==> src/rtl/trace_consts.svh <==
/*
  Constants of the program-trace readout: debug-register command codes,
  field positions, item tags, reset values and cycle-count limits.
  Assumes it is included once by the trace package.
*/
`ifndef TRACE_CONSTS_SVH
`define TRACE_CONSTS_SVH

`define CMD_TRACE_CTRL      8'h61
`define CMD_TRACE_COMMAND   8'h62
`define CMD_TRACE_STATUS    8'h63
`define CMD_TRACE_DATA      8'h66

`define TCMD_CLEAR_BIT      3
`define TCMD_START_BIT      2
`define TCMD_STOP_BIT       1
`define TCMD_SAMPLE_BIT     0

`define TSTAT_STARTED_BIT   17
`define TSTAT_OVF_BIT       16
`define TSTAT_COUNT_MSB     15

`define CTRL_WIDTH          22
`define STATUS_RESET        18'h00000
`define READOUT_RESET       18'h00000

`define TAG_BRANCH          2'h0
`define TAG_PC              2'h1
`define TAG_DATA            2'h2
`define TAG_EVENT           2'h3

`define EV_SW               2'h0
`define EV_TIMESTAMP        2'h1
`define EV_XTRIG            2'h2
`define EV_EXC              2'h3

`define CC_SHORT_ONE        2'h1
`define CC_LONG             2'h3

`define BR_MAX              4'hC
`define PEND_DEPTH          12

`define CC_FULL_LIMIT       16'h8000
`define CC_FLOW_LIMIT       16'h2000
`define CC_SHORT_LIMIT      16'h0040
`define TS_MAX              14'h3FFF

`endif

==> src/rtl/trace_pkg.sv <==
/*
  Types shared by the trace readout modules: trace level, control
  register layout and the per-cycle execution record from the core.
  Assumes trace_consts.svh is on the include path.
*/
`default_nettype none
package trace_pkg;
  `include "trace_consts.svh"

  typedef enum logic [1:0] {
    LVL_COMPLETE = 2'h0,
    LVL_FLOW     = 2'h1,
    LVL_EVENT    = 2'h2,
    LVL_FLOW_CC  = 2'h3
  } level_t;

  typedef struct packed {
    logic [15:0] tracepoint;
    level_t      level;
    logic        full_halt;
    logic        save_pc;
    logic        save_load;
    logic        save_ret;
  } ctrl_t;

  typedef struct packed {
    logic        instr;
    logic        cond_branch;
    logic        taken;
    logic        pc_store;
    logic        is_call;
    logic        is_return;
    logic        load_valid;
    logic        load_long;
    logic [63:0] load_data;
    logic [63:0] pc;
    logic        sw_event;
    logic [13:0] sw_value;
    logic [7:0]  xtrig_events;
    logic        exc_valid;
    logic [4:0]  exc_cause;
    logic [14:0] machine_status_bits;
    logic [4:0]  dest_reg;
    logic        dest_written;
    logic [4:0]  exc_kind;
    logic        exc_taken;
    logic        is_load;
    logic        is_store;
    logic [3:0]  byte_en;
    logic [31:0] value;
    logic [31:0] addr;
  } trace_rec_t;
endpackage
`default_nettype wire

==> src/rtl/item_stream_if.sv <==
/*
  Valid/ready stream of trace items between the encoder, the buffer and
  the readout. Assumes both ends share one clock.
*/
`default_nettype none
interface item_stream_if #(parameter int W = 18);
  logic         valid;
  logic         ready;
  logic [W-1:0] data;
  modport tx (output valid, output data, input ready);
  modport rx (input valid, input data, output ready);
endinterface
`default_nettype wire

==> src/rtl/trace_item_fifo.sv <==
/*
  Trace buffer: first-word-fall-through FIFO with flush and fill count.
  Assumes DEPTH is a power of two and a single clock.
*/
`default_nettype none
module trace_item_fifo #(
  parameter int W     = 18,
  parameter int DEPTH = 16
) (
  input  wire logic                     clk,
  input  wire logic                     nrst,
  input  wire logic                     flush,
  item_stream_if.rx                     in_s,
  item_stream_if.tx                     out_s,
  output logic [$clog2(DEPTH):0]        count
);
  localparam int AW = $clog2(DEPTH);

  typedef struct packed {
    logic [DEPTH-1:0][W-1:0] mem;
    logic [AW-1:0]           wp;
    logic [AW-1:0]           rp;
    logic [AW:0]             cnt;
  } fstate_t;

  fstate_t s_reg;
  fstate_t s_next;
  logic    push;
  logic    pop;

  assign in_s.ready  = s_reg.cnt != (AW+1)'(DEPTH);
  assign out_s.valid = s_reg.cnt != '0;
  assign out_s.data  = s_reg.mem[s_reg.rp];
  assign count       = s_reg.cnt;

  always_comb begin
    s_next = s_reg;
    push   = in_s.valid && in_s.ready;
    pop    = out_s.valid && out_s.ready;
    if (push) begin
      s_next.mem[s_reg.wp] = in_s.data;
      s_next.wp = s_reg.wp + AW'(1);
    end
    if (pop) begin
      s_next.rp = s_reg.rp + AW'(1);
    end
    s_next.cnt = s_reg.cnt + (AW+1)'(push) - (AW+1)'(pop);
    if (flush) begin
      s_next.wp  = '0;
      s_next.rp  = '0;
      s_next.cnt = '0;
    end
  end

  always_ff @(posedge clk or negedge nrst) begin
    if (!nrst) begin
      s_reg <= '0;
    end else begin
      s_reg <= s_next;
    end
  end
endmodule
`default_nettype wire

==> src/rtl/trace_pin_sync.sv <==
/*
  Three-stage synchroniser for pin inputs; output follows once the
  second and third stages agree. Assumes raw inputs are asynchronous.
*/
`default_nettype none
module trace_pin_sync #(
  parameter int W = 2
) (
  input  wire logic         clk,
  input  wire logic         nrst,
  input  wire logic [W-1:0] raw,
  output logic [W-1:0]      level
);
  typedef struct packed {
    logic [W-1:0] ff1;
    logic [W-1:0] ff2;
    logic [W-1:0] ff3;
    logic [W-1:0] out;
  } sstate_t;

  sstate_t s_reg;
  sstate_t s_next;

  assign level = s_reg.out;

  always_comb begin
    s_next     = s_reg;
    s_next.ff1 = raw;
    s_next.ff2 = s_reg.ff1;
    s_next.ff3 = s_reg.ff2;
    for (int i = 0; i < W; i++) begin
      if (s_reg.ff2[i] == s_reg.ff3[i]) begin
        s_next.out[i] = s_reg.ff3[i];
      end
    end
  end

  always_ff @(posedge clk or negedge nrst) begin
    if (!nrst) begin
      s_reg <= '0;
    end else begin
      s_reg <= s_next;
    end
  end
endmodule
`default_nettype wire

==> src/rtl/program_trace_readout.sv <==
/*
  Program-trace encoder and readout: packs execution records into 18-bit
  items, buffers them and serves the debug-register accesses for control,
  command, status and item readout.
  Assumes debug accesses and execution records arrive on clk; cross-trigger
  actions arrive as asynchronous pins.

//Behaviour
// RULE_01: Sample command copies the buffer item count into the status count field.
// RULE_02: Status bit 17 is set when tracing starts, cleared when it stops.
// RULE_03: Status bit 16 sets on cycle count overflow, cleared only by clear.
// RULE_04: Status bits 15:0 give the last sampled count, zero after reset.
// RULE_05: Writes to the status and item readout registers are ignored.
// RULE_06: Item readout shows the oldest unread item and advances after each read.
// RULE_07: The reader never reads more items than the sampled count.
// RULE_08: The reader collects all items of a multi-item entity before decoding.
// RULE_09: Complete trace gives eight items: cycles and status first, counter last.
// RULE_10: Complete items two and three carry register, exception and access fields.
// RULE_11: Branch item: tag 00, count N up to 12, leftmost N bits taken flags.
// RULE_12: Zero-branch items may appear on flush and are discarded by the decoder.
// RULE_13: Counter items tag 01, sixteen bits each, most significant first.
// RULE_14: Three counter items up to 48 bits, four up to 64, zero extended.
// RULE_15: Read data items tag 10: two items normally, four for long loads.
// RULE_16: Event items tag 11; subtype 00 carries the software event value.
// RULE_17: Cross-trigger event subtype 10 with one bit per event in 7:0.
// RULE_18: Exception event subtype 11 with cause in bits 4:0.
// RULE_19: Time-stamp event subtype 01 holds cycles since the previous stamp.
// RULE_20: Short cycle-count branch item: tag 00, count field, cycles then taken bit.
// RULE_21: Long cycle-count branch item: tag 00, 11, cycles 13:1, taken bit 0.
// RULE_22: Tracing stops as soon as the buffer is full, clearing the running bit.
// RULE_23: Clear command resets trace status and empties the buffer.
// RULE_24: Flow-with-cycle-count counter runs to 8192 cycles; beyond sets overflow.
// RULE_25: The buffer returns items strictly in stored order.
*/
`default_nettype none
module program_trace_readout #(
  parameter int ADDR_W     = 32,
  parameter int FIFO_DEPTH = 16
) (
  input  wire logic                clk,
  input  wire logic                nrst,
  input  wire logic [7:0]          dbg_cmd,
  input  wire logic                dbg_wr,
  input  wire logic                dbg_rd,
  input  wire logic [21:0]         dbg_wdata,
  output logic [17:0]              dbg_rdata,
  output logic                     dbg_rvalid,
  input  wire logic                xtrig_stop_act,
  input  wire logic                xtrig_start_act,
  input  wire logic [15:0]         tracepoint_hit,
  input  wire logic                rec_valid,
  input  wire trace_pkg::trace_rec_t rec,
  output logic                     rec_ready,
  output logic                     trace_started_evt,
  output logic                     trace_stopped_evt,
  output logic                     dbg_halt_req
);
  import trace_pkg::*;

  localparam int CW = $clog2(FIFO_DEPTH);

  typedef struct packed {
    ctrl_t                          ctrl;
    logic                           started;
    logic                           ovf;
    logic [15:0]                    sampled;
    logic [17:0]                    rdata;
    logic                           rvalid;
    logic [`PEND_DEPTH-1:0][17:0]   pend;
    logic [3:0]                     pidx;
    logic [3:0]                     pcnt;
    logic [3:0]                     acc_n;
    logic [11:0]                    acc;
    logic [15:0]                    cyc;
    logic [13:0]                    ts;
    logic                           stop_lvl;
    logic                           start_lvl;
    logic                           started_evt;
    logic                           stopped_evt;
    logic                           halt;
  } state_t;

  function automatic logic [3:0] pc_items(input int aw);
    if (aw <= 32) begin
      return 4'h2;
    end else if (aw <= 48) begin
      return 4'h3;
    end
    return 4'h4;
  endfunction

  function automatic logic [63:0] addr_mask(input int aw);
    logic [63:0] m;
    m = '0;
    for (int i = 0; i < 64; i++) begin
      m[i] = i < aw;
    end
    return m;
  endfunction

  function automatic logic [17:0] branch_item(input logic [3:0] cnt, input logic [11:0] bits);
    return {`TAG_BRANCH, cnt, bits}; // RULE_11
  endfunction

  state_t          s_reg;
  state_t          s_next;
  state_t          n;
  logic [1:0]      act_level;
  logic [CW:0]     fifo_cnt;
  logic            fifo_flush;

  item_stream_if #(.W(18)) enc_if ();
  item_stream_if #(.W(18)) rd_if ();

  trace_pin_sync #(.W(2)) act_sync (
    .clk   (clk),
    .nrst  (nrst),
    .raw   ({xtrig_start_act, xtrig_stop_act}),
    .level (act_level)
  );

  trace_item_fifo #(.W(18), .DEPTH(FIFO_DEPTH)) buffer ( // RULE_25
    .clk   (clk),
    .nrst  (nrst),
    .flush (fifo_flush),
    .in_s  (enc_if.rx),
    .out_s (rd_if.tx),
    .count (fifo_cnt)
  );

  assign enc_if.valid      = s_reg.started && s_reg.pcnt != 4'h0;
  assign enc_if.data       = s_reg.pend[s_reg.pidx];
  assign rd_if.ready       = dbg_rd && dbg_cmd == `CMD_TRACE_DATA; // RULE_06
  assign rec_ready         = s_reg.pcnt == 4'h0;
  assign dbg_rdata         = s_reg.rdata;
  assign dbg_rvalid        = s_reg.rvalid;
  assign trace_started_evt = s_reg.started_evt;
  assign trace_stopped_evt = s_reg.stopped_evt;
  assign dbg_halt_req      = s_reg.halt;

  logic [`PEND_DEPTH-1:0][17:0] ls;
  logic [3:0]                   k;
  logic [15:0]                  cc;
  logic [63:0]                  pcm;
  logic [3:0]                   npc;
  logic                         take;
  logic                         cmd_wr;
  logic                         clear;
  logic                         start;
  logic                         stop;
  logic                         ovf_set;
  logic                         pc_need;
  logic                         ev_any;
  logic [3:0]                   an;
  logic [11:0]                  ab;

  always_comb begin
    n       = s_reg;
    ls      = '0;
    k       = 4'h0;
    cc      = (s_reg.cyc == 16'hFFFF) ? s_reg.cyc : s_reg.cyc + 16'h0001;
    pcm     = rec.pc & addr_mask(ADDR_W);
    npc     = pc_items(ADDR_W);
    take    = rec_valid && rec_ready && s_reg.started;
    cmd_wr  = dbg_wr && dbg_cmd == `CMD_TRACE_COMMAND;
    clear   = cmd_wr && dbg_wdata[`TCMD_CLEAR_BIT];
    ovf_set = 1'b0;
    ev_any  = rec.sw_event || rec.exc_valid || rec.xtrig_events != 8'h00;
    pc_need = 1'b0;
    an      = s_reg.acc_n;
    ab      = s_reg.acc;
    n.rvalid = 1'b0;

    // Only the control and command codes are decoded for writes
    if (dbg_wr && dbg_cmd == `CMD_TRACE_CTRL) begin // RULE_05
      n.ctrl = ctrl_t'(dbg_wdata);
    end
    if (cmd_wr && dbg_wdata[`TCMD_SAMPLE_BIT]) begin
      n.sampled = 16'(fifo_cnt); // RULE_01
    end
    if (dbg_rd && dbg_cmd == `CMD_TRACE_STATUS) begin
      n.rdata  = {s_reg.started, s_reg.ovf, s_reg.sampled}; // RULE_02 RULE_03 RULE_04
      n.rvalid = 1'b1;
    end
    if (rd_if.ready) begin
      n.rdata  = rd_if.valid ? rd_if.data : `READOUT_RESET; // RULE_06
      n.rvalid = 1'b1;
    end

    if (s_reg.started) begin
      n.cyc = cc;
      n.ts  = (s_reg.ts == `TS_MAX) ? s_reg.ts : s_reg.ts + 14'h0001;
    end

    if (take) begin
      unique case (s_reg.ctrl.level)
        LVL_COMPLETE: begin
          if (rec.instr) begin // RULE_09 RULE_10
            ls[0] = {(cc >= `CC_FULL_LIMIT) ? 15'h7FFF : cc[14:0],
                     rec.machine_status_bits[14:12]};
            ls[1] = {rec.machine_status_bits[11:0], rec.dest_reg, rec.dest_written};
            ls[2] = {rec.exc_kind, rec.exc_taken, rec.is_load, rec.is_store,
                     rec.byte_en, rec.value[31:26]};
            ls[3] = rec.value[25:8];
            ls[4] = {rec.value[7:0], rec.addr[31:22]};
            ls[5] = rec.addr[21:4];
            ls[6] = {rec.addr[3:0], rec.pc[31:18]};
            ls[7] = rec.pc[17:0];
            k     = 4'h8;
            n.cyc = 16'h0000;
            ovf_set = cc >= `CC_FULL_LIMIT;
          end
        end
        LVL_FLOW, LVL_FLOW_CC: begin
          pc_need = rec.pc_store || ev_any || (s_reg.ctrl.save_ret && rec.is_return) ||
                    (s_reg.ctrl.save_pc && rec.cond_branch && rec.taken);
          if (rec.cond_branch && s_reg.ctrl.level == LVL_FLOW) begin
            ab[4'hB - an] = rec.taken; // RULE_11
            an = an + 4'h1;
          end
          if (rec.cond_branch && s_reg.ctrl.level == LVL_FLOW_CC) begin
            if (cc < `CC_SHORT_LIMIT) begin
              ls[k] = {`TAG_BRANCH, `CC_SHORT_ONE, cc[5:0], rec.taken, 7'h00}; // RULE_20
            end else begin
              ls[k] = {`TAG_BRANCH, `CC_LONG,
                       (cc >= `CC_FLOW_LIMIT) ? 13'h1FFF : cc[12:0], rec.taken}; // RULE_21
            end
            k       = k + 4'h1;
            ovf_set = cc >= `CC_FLOW_LIMIT; // RULE_24
            n.cyc   = 16'h0000;
          end
          if (an != 4'h0 && (an == `BR_MAX || pc_need ||
              (s_reg.ctrl.save_load && rec.load_valid))) begin
            ls[k] = branch_item(an, ab);
            k     = k + 4'h1;
            an    = 4'h0;
            ab    = 12'h000;
          end
          if (s_reg.ctrl.save_load && rec.load_valid) begin // RULE_15
            for (int i = 0; i < 4; i++) begin
              if (rec.load_long) begin
                ls[k] = {`TAG_DATA, rec.load_data[16*(3-i) +: 16]};
                k     = k + 4'h1;
              end else if (i < 2) begin
                ls[k] = {`TAG_DATA, rec.load_data[16*(1-i) +: 16]};
                k     = k + 4'h1;
              end
            end
          end
        end
        LVL_EVENT: begin
          pc_need = (s_reg.ctrl.save_pc && rec.is_call) ||
                    (s_reg.ctrl.save_ret && rec.is_return);
          if (ev_any) begin
            ls[k] = {`TAG_EVENT, `EV_TIMESTAMP, s_reg.ts}; // RULE_19
            k     = k + 4'h1;
            n.ts  = 14'h0000;
          end
        end
      endcase

      if (pc_need) begin // RULE_13 RULE_14
        for (int i = 0; i < 4; i++) begin
          if (4'(i) < npc) begin
            ls[k] = {`TAG_PC, pcm[16*(int'(npc)-1-i) +: 16]};
            k     = k + 4'h1;
          end
        end
      end
      if (s_reg.ctrl.level != LVL_COMPLETE) begin
        if (rec.sw_event) begin
          ls[k] = {`TAG_EVENT, `EV_SW, rec.sw_value}; // RULE_16
          k     = k + 4'h1;
        end
        if (rec.xtrig_events != 8'h00) begin
          ls[k] = {`TAG_EVENT, `EV_XTRIG, 6'h00, rec.xtrig_events}; // RULE_17
          k     = k + 4'h1;
        end
        if (rec.exc_valid) begin
          ls[k] = {`TAG_EVENT, `EV_EXC, 9'h000, rec.exc_cause}; // RULE_18
          k     = k + 4'h1;
        end
      end
      n.acc_n = an;
      n.acc   = ab;
      if (k != 4'h0) begin
        n.pend = ls;
        n.pidx = 4'h0;
        n.pcnt = k;
      end
    end

    if (enc_if.valid && enc_if.ready) begin
      n.pidx = s_reg.pidx + 4'h1;
      n.pcnt = s_reg.pcnt - 4'h1;
    end

    n.stop_lvl  = act_level[0];
    n.start_lvl = act_level[1];
    start = (cmd_wr && dbg_wdata[`TCMD_START_BIT]) || (act_level[1] && !s_reg.start_lvl) ||
            ((tracepoint_hit & s_reg.ctrl.tracepoint) != 16'h0000);
    stop  = (cmd_wr && dbg_wdata[`TCMD_STOP_BIT]) || (act_level[0] && !s_reg.stop_lvl) ||
            (s_reg.started && !enc_if.ready) || clear; // RULE_22 RULE_23
    if (stop) begin
      n.started = 1'b0; // RULE_02
    end else if (start) begin
      n.started = 1'b1; // RULE_02
    end
    if (n.started && !s_reg.started) begin
      n.cyc   = 16'h0000;
      n.ts    = 14'h0000;
      n.acc_n = 4'h0;
      n.acc   = 12'h000;
    end
    if (!n.started) begin
      n.pcnt = 4'h0;
    end

    // A new overflow in the clearing cycle survives the clear
    n.ovf = ovf_set || (s_reg.ovf && !clear); // RULE_03 RULE_24
    if (clear) begin // RULE_23
      n.sampled = 16'h0000;
      n.acc_n   = 4'h0;
      n.acc     = 12'h000;
    end

    n.started_evt = n.started && !s_reg.started;
    n.stopped_evt = !n.started && s_reg.started;
    n.halt        = s_reg.ctrl.full_halt && (!enc_if.ready || s_reg.ovf);
  end

  assign fifo_flush = dbg_wr && dbg_cmd == `CMD_TRACE_COMMAND &&
                      dbg_wdata[`TCMD_CLEAR_BIT]; // RULE_23
  assign s_next     = n;

  always_ff @(posedge clk or negedge nrst) begin
    if (!nrst) begin
      s_reg <= '0;
    end else begin
      s_reg <= s_next;
    end
  end
endmodule
`default_nettype wire

==> config.mk <==
export PLATFORM = sky130hd
export DESIGN_NAME = program_trace_readout
export DESIGN_NICKNAME = d
export VERILOG_FILES = /design/src/rtl/trace_pkg.sv /design/src/rtl/item_stream_if.sv /design/src/rtl/trace_item_fifo.sv /design/src/rtl/trace_pin_sync.sv /design/src/rtl/program_trace_readout.sv
export VERILOG_INCLUDE_DIRS = /design/src /design/src/rtl
export SDC_FILE = /design/constraint.sdc
export NUM_CORES = 2
export LEC_CHECK = 0
export BUFFER_PORTS_ARGS = -buffer_cell sky130_fd_sc_hd__buf_2
export CAP_MARGIN = 20
export CELL_PAD_IN_SITES_DETAIL_PLACEMENT = 1
export CELL_PAD_IN_SITES_GLOBAL_PLACEMENT = 1
export CORE_MARGIN = 5
export CORE_UTILIZATION = 35
export CTS_BUF_LIST = sky130_fd_sc_hd__clkbuf_16
export DETAILED_ROUTE_END_ITERATION = 10
export PLACE_DENSITY_LB_ADDON = 0.1
export RECOVER_POWER = 25
export SLEW_MARGIN = 40
export SYNTH_ARGS = -nofsm -noshare
export SYNTH_HDL_FRONTEND = slang
export SYNTH_HIERARCHICAL = 1
export SYNTH_SLANG_ARGS = --single-unit
==> constraint.sdc <==
create_clock -name clk -period 10.55 [get_ports clk]
set_clock_uncertainty 0.15 [all_clocks]
set_input_delay 1.5825 -clock clk [delete_from_list [all_inputs] [get_ports clk]]
set_output_delay 1.5825 -clock clk [all_outputs]
set_load 0.01 [all_outputs]
==> flow_summary.toml <==
[worst_setup_path]
path_class = "in2reg"
crit_path_end_kind = "flop"
critPathMaxStageDelay_ns = 0.70
crit_arrival_ns = 10.45
crit_path_max_fanout = 51
cp-start-kind = "primary input"
crit_path_frequent_cell = "ha_1"
worstPathRequired_ns = 10.98
critPathSlowestCell = "or4_4"

[timing]
rsz0062_at_grt = "no"
worst_slew_pin_slew_ns = 3.76
period_share = 0.950
finalHoldViolations = 0
period_minus_slack_ns = 10.02
maxSlewHeadroom = -1.51
maxSlewViolCount = 412
fmax_mhz = 99.8
setup_viol = 0

[yosys]
yosys_warnings = 6
syn_nets = 5115
ys_seq_area_frac = 0.346
synth_top_area_frac = 0.346
synth-main-ff-cell = "dfrtp_1"
async_flop_share = 1.00
ys_seq_elements = 632
netlist_top_cells_count = "632 x dfrtp_1, 414 x nand2_1, 358 x a21oi_1"
synth_area_per_cell_um2 = 9.61
synth.most_common_cell = "dfrtp_1"
synthesis.area_um2 = 45700
ys_top_cells_by_area = "dfrtp_1 35%, mux2_2 7.7%, mux4_2 6.2%"
synth_cell_types = 119
synthCells = 4759
synth_edf_count = 0
synth_top_area_cell = "dfrtp_1"

[clocking]
cts_max_level = 3
clk_latency_ns = 0.72
cts_num_sinks = 632
cts_buffers = 78
clk_path_buf_depth = 3
postCtsSetupRepairBufs = 0
clk_pin_slew_ns = 0.06
post_cts_resized = 0
cts-root-buf = "clkbuf_16"
cts_tree = "built"
holdBufCountCts = 0

[power]
seq_power_share = 0.292
power_frac_comb = 0.493
clockPowerShare = 0.215
max-vdd-ir-drop_mv = 0.128
power_w = 0.0125
powerDensity_nw_per_um2 = 244
p_int_w = 0.00693
swShare = 0.447
p_leak_nw = 21.9
p_switching_w = 0.00560

[routing]
wl_met3_um = 20700
vias = 43700
antenna_left = 0
first_iter_violations = 5359
drtPass1Iterations = 6
wl_um = 241000
wl_met1_um = 99000
top_layer = "met5"
post_drt_wl_per_cell_um = 36.4
met2_length_um = 104000
vias_per_cell = 6.60
drc = 0

[die]
die_y_um = 372
start_util = 0.353
io_pins = 338
rows = 132
core_um2 = 130000
fp.dieArea_um2 = 138000
die_x_um = 372

[place]
io_buffers = 305
placed_cell_area_um2 = 48800
routabilityCongestion = 1.03
placedCellCount = 6453
dp_hpwl_um = 176000

[global_route]
grt_max_degree = 128
grt_pass1_vias = 43600
grt_usage = 0.339
grt_overflow = 0
grt_pass1_wl_um = 338000
antenna_found_initial = 21

[min_path]
worst_hold_path_type = "reg2reg"

[final_layout]
finish.instance_area_um2 = 51300
layout.cells.non_filler = 6613
largest_reg_flops = 301
synthToLayoutAreaGrowth_pct = 12.2
fin_nets = 5149
num-fill-cells = 14700
layout-drive-gt1-share = 0.254

[outcome]
violations = "max-capacitance violations, max-slew violations"
status = "complete, but fails checks"

[flow_run]
cap_violations = 7
## cell usage in the layout, fill, tap and decap left out, types with 17 or more instances in the layout
master / Yosys / final
a211oi_1: 73 / 68
a21o_1: 17 / 17
a21oi_1: 358 / 350
a221o_1: 37 / 37
a221oi_1: 87 / 85
a22o_1: 68 / 68
a22oi_1: 89 / 89
a2bb2oi_1: 19 / 19
a31oi_1: 39 / 39
a32oi_1: 28 / 28
and2_1: 33 / 31
and3_1: 30 / 29
buf_2: 53 / 303
buf_4: 43 / 141
clkbuf_16: 0 / 79
dfrtp_1: 632 / 626
ha_1: 40 / 39
inv_1: 82 / 99
mux2_1: 112 / 112
mux2_2: 314 / 314
mux2_4: 70 / 70
mux2i_1: 143 / 142
mux4_2: 126 / 126
nand2_1: 414 / 411
nand2b_1: 23 / 22
nand3_1: 180 / 178
nand4_1: 32 / 32
nor2_1: 265 / 258
nor3_1: 81 / 77
o211ai_1: 60 / 60
o21ai_0: 195 / 193
o21ai_1: 33 / 33
o221ai_1: 67 / 67
o22ai_1: 82 / 78
o31ai_1: 30 / 30
o41ai_1: 17 / 17
or3_1: 26 / 26
xnor2_1: 18 / 18
xor2_1: 25 / 25
## logic make-up (layout without fill, tap and decap cells)
family          Yosys count  count (layout)  synth area share
simple gates           1206            1206             0.128
buf+inv                 593             691            0.0582
compound gates         1471            1471             0.224
mux                     765             765             0.221
fa+ha+maj                43              43            0.0119
flops                   632             632             0.346
other cells               0              14                 0
xor+xnor                 49              49            0.0110
## power groups by stage
stage	registers (W)	logic [W]	clock network [W]
after floorplan	0.00346	0.00392	0
after global placement	0.00368	0.00586	0
after detailed placement	0.00368	0.00603	0
after CTS	0.00365	0.00605	0.00277
after global routing	0.00374	0.00646	0.00286
final	0.00366	0.00618	0.00269
## stage by stage
step	TNS, ns	hold slack (ns)	setup WS (ns)	utilization
detailed placement	-0.00834	0.192	-0.00834	0.376
CTS	0	0.204	0.691	0.396
global route	0	0.207	0.244	0.396
finish	0	0.201	0.529	0.396
floorplan	0	0.181	1.23	-
global placement	0	0.185	0.159	0.374
## routing by layer
layer | up-vias | track usage
met2 | 2335 | 0.517
met1 | 22500 | 0.450
met4 | 12 | 0.183
met5 | - | 0
met3 | 609 | 0.0739
li1 | 18200 | -
## worst max-delay path: cells and delay by family
| kind | cells | cell delay [ns] |
|---|---|---|
| AOI/OAI and AO/OA | 6 | 2.28 |
| xor gates and xnor gates | 3 | 0.95 |
| adders and majority gates | 5 | 1.40 |
| buffers and inverters | 4 | 0.96 |
| and+or+nand+nor | 9 | 2.60 |
| muxes | 2 | 0.56 |
## worst paths after layout
path                                     from            endpoint  slack [ns]  cells past startpoint
max in group asynchronous                nrst          s_reg[269]        3.11                      3
max                                  rec[107]          s_reg[252]        0.53                     29
max reg2reg                        s_reg[317]          s_reg[252]        1.08                     28
min                        act_sync/s_next[5]  act_sync/s_next[3]        0.20                      0
min in group asynchronous                nrst   buffer/s_reg[160]        1.68                      1
min reg2reg                act_sync/s_next[5]  act_sync/s_next[3]        0.20                      0
## area by class of cell
type	instances	area, um2	share of cell area
repair buffers	462	2780	0.0542
diodes	14	35.0	0.000682
clock inverters	65	544	0.0106
inverters	85	319	0.00622
well taps	1742	2180	0.0425
clock buffers	79	1980	0.0385
flip-flops and latches	632	15800	0.308
multi-input cells	3534	27700	0.539
(Power assumes the default switching activity.)
